`src/pdc_cfg.svh`:
```
// constants for the projector direct command decoder
`ifndef PDC_CFG_SVH
`define PDC_CFG_SVH
`define PDC_OFF_ADDR 4'h0
`define PDC_OFF_SET 4'h4
`define PDC_OFF_STAT 4'h8
`define PDC_SET_AUTOSHUT 0
`define PDC_SET_AFOCUS 1
`define PDC_SET_HILITE 2
`define PDC_SET_KEYLOCK 3
`define PDC_SET_FLOCK 4
`define PDC_SET_STANDBY 5
`define PDC_ST_LAMPSEL 4
`define PDC_ST_SHUTTER 5
`define PDC_ST_BUSY 6
`define PDC_ST_LAMPON 7
`define PDC_ST_FAN 8
`define PDC_RST_ADDR 5'h00
`define PDC_RST_SET 6'h01
`define PDC_MODE_SETRST 2'h1
`define PDC_MODE_DIRECT 2'h2
`define PDC_MODE_STATUS 2'h3
`define PDC_D_SLIDE_FWD 6'h00
`define PDC_D_SLIDE_BWD 6'h01
`define PDC_D_FOCUS_FWD 6'h02
`define PDC_D_FOCUS_BWD 6'h03
`define PDC_D_FOCUS_STOP 6'h04
`define PDC_D_SHUT_OPEN 6'h07
`define PDC_D_SHUT_CLOSE 6'h08
`define PDC_D_REINIT 6'h0b
`define PDC_D_LAMP_SWAP 6'h0c
`define PDC_D_CLR_FAULT 6'h0d
`define PDC_D_FADE_FREEZE 6'h0f
`define PDC_S_AFOCUS 6'h00
`define PDC_S_HILITE 6'h01
`define PDC_S_FLOCK 6'h02
`define PDC_S_AUTOSHUT 6'h03
`define PDC_S_KEYLOCK 6'h05
`define PDC_S_STANDBY 6'h07
`endif

```
`src/pdc_pkg.sv`:
```
// types shared by the projector direct command decoder
package pdc_pkg;
  typedef struct packed {
    logic [7:0] b1;
    logic [7:0] b2;
    logic [7:0] b3;
  } pdc_frame_t;
  typedef enum logic [1:0] {
    PDC_WAIT1 = 2'h0,
    PDC_WAIT2 = 2'h1,
    PDC_WAIT3 = 2'h3
  } pdc_rx_state_t;
  typedef struct packed {
    logic key_bwd;
    logic key_fwd;
    logic fade_busy;
    logic lamp_fail;
    logic xport_done;
    logic gate;
  } pdc_pins_t;
endpackage

```
`src/pdc_decoder.sv`:
```
// direct and set/reset command decoder of the slide projector
//
// Functional notes
// - focus lock stops motor, ignores all focus
// - focus lock off lets focus run again
// - standby turns lamp and fan off
// - standby accepts only the listed commands
// - leaving standby relights lamp, restores brightness
// - standby straight after reset keeps lamp dark
// - direct command: address, mode 10, 1; three bytes
// - act only on frames with own address; user commands are passed on for any address
// - six-bit code in byte two picks action
// - unused bit of byte two is ignored
// - slide commands run one transport cycle
// - focus runs until focus stop arrives
// - auto shutter opens after transport, needs slide
// - shutter close always closes the shutter
// - reinit runs init cycle, restores defaults
// - lamp swap toggles lamp unless lamp failed
// - clear fault resets error bits zero to three
// - fade freeze only acts while fading
// - user command: byte two msb 1, byte three zero
// - set bit turns focus lock, standby on/off
//
// Our own choices: the strobed register port and the address map.
`timescale 1ns/1ps
`default_nettype none
`include "pdc_cfg.svh"
module pdc_decoder (
  input wire logic mclk,
  input wire logic nrst,
  input wire logic [3:0] reg_addr,
  input wire logic [31:0] reg_wdata,
  input wire logic reg_wr,
  input wire logic reg_rd,
  output logic [31:0] reg_rdata,
  input wire logic [7:0] rx_data,
  input wire logic rx_valid,
  input wire logic [3:0] comm_err,
  input wire logic gate_pin,
  input wire logic xport_done_pin,
  input wire logic lamp_fail_pin,
  input wire logic fade_busy_pin,
  input wire logic key_fwd_pin,
  input wire logic key_bwd_pin,
  output logic xport_go,
  output logic xport_back,
  output logic focus_fwd,
  output logic focus_bwd,
  output logic shutter_open,
  output logic lamp_on,
  output logic fan_on,
  output logic lamp_sel,
  output logic bright_restore,
  output logic fade_freeze,
  output logic reinit_go,
  output logic user_valid,
  output logic [4:0] user_dev,
  output logic [6:0] user_code
);
  pdc_pkg::pdc_rx_state_t rx_st_q;
  pdc_pkg::pdc_frame_t fr_q;
  pdc_pkg::pdc_pins_t pin_raw, pin_m_q, pin_s_q;
  logic exec_q;
  logic [4:0] own_addr_q;
  logic [5:0] set_q;
  logic [3:0] err_q;
  logic busy_q, pend_q, done_prev_q, fresh_q, dark_q;
  logic hfwd_q, hbwd_q;
  logic [31:0] rdata_q;
  logic xport_go_q, xport_back_q, ffwd_q, fbwd_q, shut_q;
  logic lamp_on_q, fan_q, lamp_sel_q, bright_q, freeze_q, reinit_q;
  logic user_valid_q;
  logic [4:0] user_dev_q;
  logic [6:0] user_code_q;

  // which frames may run while the lamp is in standby
  function automatic logic standby_ok(input logic [1:0] mode,
                                      input logic [7:0] b2);
    logic [5:0] c;
    c = b2[7:2];
    case (mode)
      `PDC_MODE_STATUS: standby_ok = 1'b1;
      `PDC_MODE_DIRECT: standby_ok = !b2[7] && (c == `PDC_D_REINIT ||
        c == `PDC_D_LAMP_SWAP || c == `PDC_D_CLR_FAULT);
      `PDC_MODE_SETRST: standby_ok = c == `PDC_S_STANDBY ||
        c == `PDC_S_AUTOSHUT || c == `PDC_S_HILITE ||
        c == `PDC_S_AFOCUS || c == `PDC_S_KEYLOCK;
      default: standby_ok = 1'b0;
    endcase
  endfunction

  // one decoded command of a given mode and code
  function automatic logic is_cmd(input pdc_pkg::pdc_frame_t f,
                                  input logic [1:0] mode,
                                  input logic [5:0] code);
    is_cmd = f.b1[2:1] == mode && f.b2[7:2] == code &&
      !(mode == `PDC_MODE_DIRECT && f.b2[7]);
  endfunction

  assign pin_raw = '{key_bwd: key_bwd_pin, key_fwd: key_fwd_pin,
    fade_busy: fade_busy_pin, lamp_fail: lamp_fail_pin,
    xport_done: xport_done_pin, gate: gate_pin};

  // pins are asynchronous to mclk
  always_ff @(posedge mclk) begin
    if (!nrst) begin
      pin_m_q <= '0;
      pin_s_q <= '0;
    end else begin
      pin_m_q <= pin_raw;
      pin_s_q <= pin_m_q;
    end
  end

  // byte assembly; a first byte always has its low bit set
  always_ff @(posedge mclk) begin
    if (!nrst) begin
      rx_st_q <= pdc_pkg::PDC_WAIT1;
      fr_q <= '0;
      exec_q <= 1'b0;
    end else begin
      exec_q <= 1'b0;
      if (rx_valid) begin
        case (rx_st_q)
          pdc_pkg::PDC_WAIT1: begin
            if (rx_data[0]) begin
              fr_q.b1 <= rx_data;
              rx_st_q <= pdc_pkg::PDC_WAIT2;
            end
          end
          pdc_pkg::PDC_WAIT2: begin
            fr_q.b2 <= rx_data;
            rx_st_q <= pdc_pkg::PDC_WAIT3;
          end
          pdc_pkg::PDC_WAIT3: begin
            fr_q.b3 <= rx_data;
            exec_q <= 1'b1;
            rx_st_q <= pdc_pkg::PDC_WAIT1;
          end
          default: rx_st_q <= pdc_pkg::PDC_WAIT1;
        endcase
      end
    end
  end

  logic mine, go, dir_ok, usr;
  logic c_sfwd, c_sbwd, c_ffwd, c_fbwd, c_fstop, c_open, c_close;
  logic c_reinit, c_swap, c_clr, c_freeze, c_stby, c_flock;
  logic done_rise, stby_on, stby_off, acted;
  assign mine = fr_q.b1[7:3] == own_addr_q;
  // b2[1] never enters direct decode
  assign go = exec_q && mine &&
    (!set_q[`PDC_SET_STANDBY] || standby_ok(fr_q.b1[2:1], fr_q.b2));
  assign dir_ok = go && !fr_q.b2[0];
  assign usr = exec_q && fr_q.b1[2:1] == `PDC_MODE_DIRECT &&
    fr_q.b2[7] && fr_q.b3 == 8'h00;
  assign c_sfwd = dir_ok && is_cmd(fr_q, `PDC_MODE_DIRECT, `PDC_D_SLIDE_FWD);
  assign c_sbwd = dir_ok && is_cmd(fr_q, `PDC_MODE_DIRECT, `PDC_D_SLIDE_BWD);
  assign c_ffwd = dir_ok && is_cmd(fr_q, `PDC_MODE_DIRECT, `PDC_D_FOCUS_FWD);
  assign c_fbwd = dir_ok && is_cmd(fr_q, `PDC_MODE_DIRECT, `PDC_D_FOCUS_BWD);
  assign c_fstop = dir_ok && is_cmd(fr_q, `PDC_MODE_DIRECT, `PDC_D_FOCUS_STOP);
  assign c_open = dir_ok && is_cmd(fr_q, `PDC_MODE_DIRECT, `PDC_D_SHUT_OPEN);
  assign c_close = dir_ok && is_cmd(fr_q, `PDC_MODE_DIRECT, `PDC_D_SHUT_CLOSE);
  assign c_reinit = dir_ok && is_cmd(fr_q, `PDC_MODE_DIRECT, `PDC_D_REINIT);
  assign c_swap = dir_ok && is_cmd(fr_q, `PDC_MODE_DIRECT, `PDC_D_LAMP_SWAP);
  assign c_clr = dir_ok && is_cmd(fr_q, `PDC_MODE_DIRECT, `PDC_D_CLR_FAULT);
  assign c_freeze = dir_ok && is_cmd(fr_q, `PDC_MODE_DIRECT, `PDC_D_FADE_FREEZE);
  assign c_stby = go && is_cmd(fr_q, `PDC_MODE_SETRST, `PDC_S_STANDBY);
  assign c_flock = go && is_cmd(fr_q, `PDC_MODE_SETRST, `PDC_S_FLOCK);
  assign stby_on = c_stby && fr_q.b2[1];
  assign stby_off = c_stby && !fr_q.b2[1] && set_q[`PDC_SET_STANDBY];
  assign done_rise = pin_s_q.xport_done && !done_prev_q;
  // an ignored direct code must not end the after-reset window either
  assign acted = c_sfwd || c_sbwd || c_ffwd || c_fbwd || c_fstop || c_open || c_close ||
    c_swap || c_clr || c_freeze || (go && fr_q.b1[2:1] != `PDC_MODE_DIRECT);

  // settings: set/reset commands and bus writes; standby is read-only on the bus
  always_ff @(posedge mclk) begin
    if (!nrst) begin
      own_addr_q <= `PDC_RST_ADDR;
      set_q <= `PDC_RST_SET;
    end else begin
      if (reg_wr && reg_addr == `PDC_OFF_ADDR) begin
        own_addr_q <= reg_wdata[4:0];
      end
      if (reg_wr && reg_addr == `PDC_OFF_SET) begin
        set_q[4:0] <= reg_wdata[4:0];
      end
      if (c_reinit) begin
        set_q <= `PDC_RST_SET;
      end else if (go && fr_q.b1[2:1] == `PDC_MODE_SETRST) begin
        case (fr_q.b2[7:2])
          `PDC_S_AUTOSHUT: set_q[`PDC_SET_AUTOSHUT] <= fr_q.b2[1];
          `PDC_S_AFOCUS: set_q[`PDC_SET_AFOCUS] <= fr_q.b2[1];
          `PDC_S_HILITE: set_q[`PDC_SET_HILITE] <= fr_q.b2[1];
          `PDC_S_KEYLOCK: set_q[`PDC_SET_KEYLOCK] <= fr_q.b2[1];
          `PDC_S_FLOCK: set_q[`PDC_SET_FLOCK] <= fr_q.b2[1];
          `PDC_S_STANDBY: set_q[`PDC_SET_STANDBY] <= fr_q.b2[1];
          default: set_q <= set_q;
        endcase
      end
    end
  end

  // transport: a slide command while busy is dropped
  always_ff @(posedge mclk) begin
    if (!nrst) begin
      busy_q <= 1'b0;
      done_prev_q <= 1'b0;
      xport_go_q <= 1'b0;
      xport_back_q <= 1'b0;
    end else begin
      done_prev_q <= pin_s_q.xport_done;
      xport_go_q <= 1'b0;
      if ((c_sfwd || c_sbwd) && !busy_q) begin
        xport_go_q <= 1'b1;
        xport_back_q <= c_sbwd;
        busy_q <= 1'b1;
      end else if (done_rise || c_reinit) begin
        busy_q <= 1'b0;
      end
    end
  end

  // focus motor: host run state plus live keypad, both gated by the lock
  always_ff @(posedge mclk) begin
    if (!nrst) begin
      hfwd_q <= 1'b0;
      hbwd_q <= 1'b0;
      ffwd_q <= 1'b0;
      fbwd_q <= 1'b0;
    end else begin
      if (set_q[`PDC_SET_FLOCK] || c_fstop || c_reinit || c_flock) begin
        hfwd_q <= 1'b0;
        hbwd_q <= 1'b0;
      end else if (c_ffwd) begin
        hfwd_q <= 1'b1;
        hbwd_q <= 1'b0;
      end else if (c_fbwd) begin
        hfwd_q <= 1'b0;
        hbwd_q <= 1'b1;
      end
      // both keys held cancel out rather than fight the motor
      ffwd_q <= !set_q[`PDC_SET_FLOCK] && (hfwd_q || pin_s_q.key_fwd) &&
        !(hbwd_q || pin_s_q.key_bwd);
      fbwd_q <= !set_q[`PDC_SET_FLOCK] && (hbwd_q || pin_s_q.key_bwd) &&
        !(hfwd_q || pin_s_q.key_fwd);
    end
  end

  // shutter: with auto shutter the transport owns it until the cycle ends
  always_ff @(posedge mclk) begin
    if (!nrst) begin
      shut_q <= 1'b0;
      pend_q <= 1'b0;
    end else begin
      if (c_close || c_reinit) begin
        shut_q <= 1'b0;
        pend_q <= 1'b0;
      end else if (c_open && !set_q[`PDC_SET_AUTOSHUT]) begin
        shut_q <= 1'b1;
      end else if (c_open && !busy_q) begin
        shut_q <= pin_s_q.gate;
      end else if (c_open) begin
        pend_q <= 1'b1;
      end else if ((c_sfwd || c_sbwd) && !busy_q &&
                   set_q[`PDC_SET_AUTOSHUT]) begin
        shut_q <= 1'b0;
        pend_q <= 1'b1;
      end else if (done_rise && pend_q) begin
        shut_q <= pin_s_q.gate;
        pend_q <= 1'b0;
      end
    end
  end

  // lamp, fan and standby; brightness itself is held outside
  always_ff @(posedge mclk) begin
    if (!nrst) begin
      lamp_on_q <= 1'b1;
      fan_q <= 1'b1;
      lamp_sel_q <= 1'b0;
      bright_q <= 1'b0;
      fresh_q <= 1'b1;
      dark_q <= 1'b0;
    end else begin
      bright_q <= 1'b0;
      if (c_reinit) begin
        fresh_q <= 1'b1;
        lamp_on_q <= 1'b1;
        fan_q <= 1'b1;
        dark_q <= 1'b0;
      end else if (stby_on) begin
        lamp_on_q <= 1'b0;
        fan_q <= 1'b0;
        dark_q <= fresh_q;
      end else if (stby_off) begin
        lamp_on_q <= !dark_q;
        fan_q <= 1'b1;
        bright_q <= !dark_q;
        fresh_q <= 1'b0;
      end else if (acted) begin
        fresh_q <= 1'b0;
      end
      if (c_swap && !pin_s_q.lamp_fail) begin
        lamp_sel_q <= !lamp_sel_q;
      end
    end
  end

  // fault bits: a new fault in the clearing cycle survives
  genvar gi;
  generate
    for (gi = 0; gi < 4; gi++) begin : g_err
      always_ff @(posedge mclk) begin
        if (!nrst) begin
          err_q[gi] <= 1'b0;
        end else if (comm_err[gi]) begin
          err_q[gi] <= 1'b1;
        end else if (c_clr) begin
          err_q[gi] <= 1'b0;
        end
      end
    end
  endgenerate

  // one-cycle strobes toward the fade ramp, init sequencer and aux devices
  always_ff @(posedge mclk) begin
    if (!nrst) begin
      freeze_q <= 1'b0;
      reinit_q <= 1'b0;
      user_valid_q <= 1'b0;
      user_dev_q <= 5'h00;
      user_code_q <= 7'h00;
    end else begin
      freeze_q <= c_freeze && pin_s_q.fade_busy;
      reinit_q <= c_reinit;
      user_valid_q <= usr;
      if (usr) begin
        user_dev_q <= fr_q.b1[7:3];
        user_code_q <= fr_q.b2[6:0];
      end
    end
  end

  // read data stand one cycle only, zero otherwise
  always_ff @(posedge mclk) begin
    if (!nrst) begin
      rdata_q <= 32'h0000_0000;
    end else begin
      rdata_q <= 32'h0000_0000;
      if (reg_rd) begin
        case (reg_addr)
          `PDC_OFF_ADDR: rdata_q <= {27'h0, own_addr_q};
          `PDC_OFF_SET: rdata_q <= {26'h0, set_q};
          `PDC_OFF_STAT: rdata_q <= {23'h0, fan_q, lamp_on_q, busy_q,
            shut_q, lamp_sel_q, err_q};
          default: rdata_q <= 32'h0000_0000;
        endcase
      end
    end
  end

  assign reg_rdata = rdata_q;
  assign xport_go = xport_go_q;
  assign xport_back = xport_back_q;
  assign focus_fwd = ffwd_q;
  assign focus_bwd = fbwd_q;
  assign shutter_open = shut_q;
  assign lamp_on = lamp_on_q;
  assign fan_on = fan_q;
  assign lamp_sel = lamp_sel_q;
  assign bright_restore = bright_q;
  assign fade_freeze = freeze_q;
  assign reinit_go = reinit_q;
  assign user_valid = user_valid_q;
  assign user_dev = user_dev_q;
  assign user_code = user_code_q;

  lock_stop_a: assert property (@(posedge mclk) disable iff (!nrst)
    set_q[`PDC_SET_FLOCK] |=> !ffwd_q && !fbwd_q)
    else $error("focus motor runs under focus lock");
  standby_dark_a: assert property (@(posedge mclk) disable iff (!nrst)
    set_q[`PDC_SET_STANDBY] |-> !lamp_on_q && !fan_q)
    else $error("lamp or fan on in standby");
  standby_block_a: assert property (@(posedge mclk) disable iff (!nrst)
    exec_q && set_q[`PDC_SET_STANDBY] && fr_q.b1[2:1] == `PDC_MODE_DIRECT &&
    !fr_q.b2[7] && fr_q.b2[7:2] <= `PDC_D_SHUT_CLOSE |=> !xport_go_q && $stable(shut_q))
    else $error("blocked command ran in standby");
  wake_lamp_a: assert property (@(posedge mclk) disable iff (!nrst)
    stby_off && !dark_q |=> lamp_on_q && fan_q && bright_q ##1 !bright_q)
    else $error("standby exit did not relight");
  fresh_dark_a: assert property (@(posedge mclk) disable iff (!nrst)
    stby_off && dark_q |=> !lamp_on_q && !bright_q)
    else $error("lamp lit after standby following reset");
  addr_filter_a: assert property (@(posedge mclk) disable iff (!nrst)
    exec_q && !mine |=> !xport_go_q && !reinit_q && !freeze_q)
    else $error("foreign address acted on");
  xport_pulse_a: assert property (@(posedge mclk) disable iff (!nrst)
    xport_go_q |-> busy_q ##1 !xport_go_q)
    else $error("transport start not a single pulse");
  shut_close_a: assert property (@(posedge mclk) disable iff (!nrst)
    c_close |=> !shut_q)
    else $error("shutter not closed");
  swap_fail_a: assert property (@(posedge mclk) disable iff (!nrst)
    c_swap && pin_s_q.lamp_fail |=> lamp_sel_q == $past(lamp_sel_q))
    else $error("lamp swapped after failure");
  fault_clr_a: assert property (@(posedge mclk) disable iff (!nrst)
    c_clr && comm_err == 4'h0 |=> err_q == 4'h0)
    else $error("fault bits not cleared");
  freeze_idle_a: assert property (@(posedge mclk) disable iff (!nrst)
    freeze_q |-> $past(pin_s_q.fade_busy, 1))
    else $error("freeze sent with no fade");
endmodule
`default_nettype wire

```
`config.mk`:
```
export PLATFORM = sky130hd
export DESIGN_NAME = pdc_decoder
export DESIGN_NICKNAME = d
export VERILOG_FILES = /design/src/pdc_pkg.sv /design/src/pdc_decoder.sv
export VERILOG_INCLUDE_DIRS = /design/src /design/src/src
export SDC_FILE = /design/constraint.sdc
export NUM_CORES = 1
export LEC_CHECK = 0
export BUFFER_PORTS_ARGS = -buffer_cell sky130_fd_sc_hd__buf_4
export CAP_MARGIN = 40
export CORE_MARGIN = 5
export CORE_UTILIZATION = 47
export DETAILED_ROUTE_END_ITERATION = 6
export PLACE_DENSITY = 0.86
export SLEW_MARGIN = 20
export SYNTH_ARGS = -nofsm -noshare
export SYNTH_HDL_FRONTEND = slang
export SYNTH_SLANG_ARGS = --single-unit
```
`constraint.sdc`:
```
create_clock -name mclk -period 2.2 [get_ports mclk]
set_clock_uncertainty 0.15 [all_clocks]
set_input_delay 0.44 -clock mclk [delete_from_list [all_inputs] [get_ports mclk]]
set_output_delay 0.44 -clock mclk [all_outputs]
set_load 0.02 [all_outputs]
```
### Word level (Yosys, flattened, before mapping)

Index checks and enable logic that the tools add are counted.

* bits in registers: 117
* input bits: 59
* output and inout bits: 56
* word-level logic and storage cells: 252

* equal/unequal tests: 27
* multiplexer cells: 36
* bitwise logic cells: 5
* reductions and logical operators: 134

Operators by type and width (number)
* $logic_and A1 B1 Y1: 63
* $eq A6 B4 Y1 const B: 5
* $pmux W9 S3: 1
* $mux W1: 25
* $reduce_or A5 Y1: 5
* $logic_or A1 B1 Y1: 24
* $eq A6 B3 Y1 const B: 3
* $reduce_and A2 Y1: 8
* $reduce_bool A2 Y1: 8
* $ne A3 B3 Y1 const B: 5
* $logic_not A1 Y1: 13
* $eq A6 B2 Y1 const B: 2
* $mux W5: 2
* $pmux W1 S2: 5
* $logic_not A8 Y1: 1
* $eq A2 B2 Y1 const B: 3
* $eq A6 B1 Y1 const B: 1
* $logic_not A6 Y1: 1
* $reduce_and A3 Y1: 2
* $reduce_or A2 Y1: 3
* $eq A5 B5 Y1: 1
* $not A1 Y1: 5
* $eq A2 B1 Y1 const B: 2
* $eq A4 B3 Y1 const B: 1
* 12 further kinds: 13

### Depth between registers and ports, before layout

* depth in word-level cells: 22
* gate-level depth with buffers: 7

### Worst setup path before layout

No wires, ideal clock.

* path kind: flip-flop to flip-flop
* from: register fr_q[13] in the netlist's numbering
* to: register busy_q
* arrival time: 1929 ps
* setup slack: 6 ps
* stages on the path, launching flop included: 8
* path buffers: 1
* clock period less this slack: 2194 ps
* path through: dfxtp_1 -> buf_6 -> nor3_4 -> and3_4 -> a32oi_4 -> nor4_4 -> a21oi_1 -> a31o_1

* cells in the longest elaborated chain, start to end: 13

Ends and longest elaborated chain
* from (decl): line pdc_decoder.sv:62 `pdc_pkg::pdc_frame_t fr_q;`
* $eq A6 B3 Y1 or $eq A6 B2 Y1 (tied branches)
* $logic_or A1 B1 Y1 (no line) (4 in a row)
* $pmux W1 S3: line pdc_decoder.sv:82 `case (mode)`
* $logic_or A1 B1 Y1: line pdc_decoder.sv:154 `` (!set_q[`PDC_SET_STANDBY] || standby_ok(fr_q.b1[2:1], fr_q.b2)); ``
* $logic_and A1 B1 Y1: line pdc_decoder.sv:153 `assign go = exec_q && mine &&`
* $logic_and A1 B1 Y1: line pdc_decoder.sv:155 `assign dir_ok = go && !fr_q.b2[0];`
* $logic_and A1 B1 Y1 (on tied branches): line pdc_decoder.sv:158, pdc_decoder.sv:159
* $logic_or A1 B1 Y1: line pdc_decoder.sv:216 `if ((c_sfwd || c_sbwd) && !busy_q) begin`
* $logic_and A1 B1 Y1: line pdc_decoder.sv:216
* $mux W1 or $reduce_bool A2 Y1 (tied branches)
* to (signal assigned): line pdc_decoder.sv:209 `busy_q <= 1'b0;`
* to (signal assigned): line pdc_decoder.sv:219 `busy_q <= 1'b1;`
* to (signal assigned): line pdc_decoder.sv:221 `busy_q <= 1'b0;`
* to (decl): line pdc_decoder.sv:68 `logic busy_q, pend_q, done_prev_q, fresh_q, dark_q;`

Several ways; a longest one is shown, not always the timed one.
A chain may end at the register's enable or synchronous reset.

### Final worst setup path

* from: register fr_q[14] in the netlist's numbering
* to: register err_q[0]

* cells in the longest elaborated chain, start to end: 11

Ends and longest elaborated chain
* $eq A6 B3 Y1 or $eq A6 B2 Y1 (tied branches)
* $logic_or A1 B1 Y1 (no line) (4 in a row)
* $pmux W1 S3: line pdc_decoder.sv:82
* $logic_or A1 B1 Y1: line pdc_decoder.sv:154
* $logic_and A1 B1 Y1: line pdc_decoder.sv:153
* $logic_and A1 B1 Y1: line pdc_decoder.sv:155
* $logic_and A1 B1 Y1 *: line pdc_decoder.sv:167 `` assign c_clr = dir_ok && is_cmd(fr_q, `PDC_MODE_DIRECT, `PDC_D_CLR_FAULT); ``
* $reduce_bool A2 Y1 (no line) *
* to (signal, indexed assignment): line pdc_decoder.sv:318 `err_q[gi] <= 1'b0;`
* to (signal, indexed assignment): line pdc_decoder.sv:320 `err_q[gi] <= 1'b1;`
* to (signal, indexed assignment): line pdc_decoder.sv:322 `err_q[gi] <= 1'b0;`
* to (decl): line pdc_decoder.sv:67 `logic [3:0] err_q;`

Mark *: on every way between the ends. The rest lies on a longest branch, timed or not.

==> run summary <==
Layout fillers: 781
Vias: 3409
Slew Limit Fails: 0
Io pins: 115
GPL Wtd Cong: 0.897
Sequential Power Share: 54.9%
Seq/Total Area, Yosys: 45.4%
Fin crit share: 96.2%
Max IR drop VDD: 0.000360 V
Area taken by multi-input logic gates: 2070 um^2
Fin. Hold Viols: 0
Fin util: 57.9%
WP data arrival: 2.22 ns
Routed Antenna Nets: 0
Most common cell after layout, fill and taps aside: buf_4
FP Rows: 34
Clock power frac: 35.6%
Setup crit start kind: flip-flop
Core Region: 8590 um^2
Post-Synthesis Cell Area: 4100 um^2
Clock Sinks: 93
Leak pwr: 2.15 nW
Clock transition at the registers of the reported paths: 0.09 ns
Post-synth top flop: dfxtp_1
Die Wd: 103 um
Crit-path cells: nor3_4 > and3_4 > a32oi_4 > nor4_4 > a41oi_2 > a22o_1
Status: completed
Setup violations, final: 0
Worst skew pair latency: 0.36 ns
Initial cell density of the core: 47.7%
DP HPWL: 7.73 mm
Total power: 3.18 mW
Layout cell share with drive strength beyond 1: 26.1%
CTS tree: yes
Min Hold Slack: 0.135 ns
Worst path slowest cell: nor4_4
Psw: 790 uW
Area after DPL: 4710 um^2
Critical path class: reg2reg
Post-synth EDFFs: 0
Vias/cell: 5.29
Drt drc: 0
Fmax achieved: 0.472 GHz
Worst-path fanout max: 5
Largest net degree at the start of global routing: 39
Total GRT Usage: 19.1%
Slew HR: 64.5%
Clock root buffer: clkbuf_8
Htree depth: 3
Total Routed Length: 10.1 mm
WL/cell: 15.6 um
Total grt overflow: 0
HP Class: in2reg
Worst setup margin: 0.0827 ns
Syn Inst Count: 449
Die area: 10700 um^2
First-pass GRT wire length: 15.9 mm
Setup WS pre-CTS: -0.0110 ns
Max-cap violations: 0
FFs w/ async S/R, synth: 0%
# nets final: 590
Diode count: 0
Iteration count of the initial detailed-routing pass: 4
Crit end category: flip-flop
P_int: 2.39 mW
Switching Fraction: 24.8%
Number of global-route vias before repair: 3336
Synth cell types: 56
Total CTS buffers: 9
Area grow syn2layout: 21.6%
WP data required: 2.30 ns
WP buf/inv: 0
Syn_area_per_cell: 9.12 um^2
DRT iter0 DRCs: 183
Post-route cell area: 4980 um^2
Port bufs: 64
PwrDens: 639 nW/um^2
CP delay by family, top: simple AND/OR/NAND/NOR gates
Warnings from Yosys: 0
Clock Path Buffers: 2
Die H: 103 um
Gate power share: 9.5%
Commonest non-fill, non-tap cells in the layout: 92 x buf_4, 89 x dfxtp_1, 56 x nor2_1, 49 x nand2_1, 37 x mux2i_1
Worst-Margin Slew: 0.530 ns
Flops & latches, synth: 93
Tmin final: 2.12 ns
CP max stage delay: 0.42 ns
Reg area: 1870 um^2
Initial antenna violation count: 0
## stage by stage
| stage | TNS (ns) | cells |
|---|---|---|
| floorplan | 0 | 471 |
| global placement | 0 | 626 |
| detailed placement | -0.0110 | 626 |
| CTS | 0 | 642 |
| global route | -0.0418 | 644 |
| finish | 0 | 644 |
## final cells by class
cell class                      count  share of cell area, %
Timing Repair Buffer               92                   13.9
Sequential cell                    93                   37.5
Inverter                            4                  0.302
Multi-Input combinational cell    331                   41.6
Clock buffer                       10                   2.76
Clock inverter                      6                   1.26
Tap cell                          108                   2.71
## synthesized netlist by cell type (all sizes together), types with 2 or more instances
library cell	n	share of area, %
nor2b	2	0.31
a31o	2	0.43
o21ai	9	1.1
mux2i	37	9.0
a22o	4	0.86
mux2	5	1.4
a2111oi	2	0.49
o211ai	3	0.55
nand2b	5	0.76
dfxtp	93	45
a211oi	3	0.55
clkbuf	13	1.2
xnor2	5	1.1
or2	4	0.61
a21oi	33	4.0
nand3b	3	0.86
nor3	10	1.6
inv	4	0.37
or3	2	0.31
and3	10	1.6
and2	14	2.1
nor4	6	1.6
nand2	49	4.5
o21a	3	0.55
and4	2	0.43
a311oi	2	0.43
nor2	58	5.4
a21o	2	0.37
a21boi	3	0.55
nand4	4	0.61
buf	30	5.7
nand3	10	1.2
nor3b	2	0.37
a31oi	3	0.46
## repair_timing
item                                    4_1_cts  5_1_grt
gates resized for setup                       1       13
endpoints found under the setup margin        1       15
hold buffers                                  0        0
pin swaps                                     0        5
buffers inserted                              0        2
## power by group through the flow
stage          sequential, mW  combinational [mW]  clock [mW]
3_5_place_dp             1.79               0.291           0
4_1_cts                  1.75               0.293        1.15
5_1_grt                  1.75               0.327        1.23
6_report                 1.75               0.301        1.13
2_1_floorplan            1.78               0.216           0
3_3_place_gp             1.79               0.283           0
## final timing paths
path / startpoint / to / slack, ns / cells past startpoint
setup / recovery: fr_q[14] / err_q[0] / 0.08 / 6
hold reg to reg: pin_s_q[5] / focus_fwd / 0.27 / 1
setup reg to reg: fr_q[14] / err_q[0] / 0.08 / 6
hold / removal: lamp_fail_pin / pin_m_q[2] / 0.13 / 2
## flip-flops by register name (all words and copies together), names as in the netlist, 2 cells and up
| name | flops |
|---|---|
| err_q | 4 |
| user_code | 7 |
| reg_rdata | 9 |
| pin_s_q | 6 |
| own_addr_q | 5 |
| pin_m_q | 6 |
| rx_st_q | 2 |
| user_dev | 5 |
| set_q | 6 |
| fr_q | 23 |
## per-layer routing
metal	wire length, um	global-route usage, %
met2	5050	33.0
met1	4290	23.4
met5	0	0
met4	158	5.68
met3	551	4.69
## cells by family (layout without fill, tap and decap cells)
logic type / after synthesis / in the layout / share of synthesized area (%)
flops: 93 / 93 / 45.4
other cells: 1 / 23 / 0.0915
simple gates: 184 / 184 / 23.0
buf+inv: 47 / 112 / 7.24
mux: 42 / 42 / 10.4
compound gates: 77 / 77 / 12.7
xor+xnor: 5 / 5 / 1.07
Power figures use the tool's default switching activity.
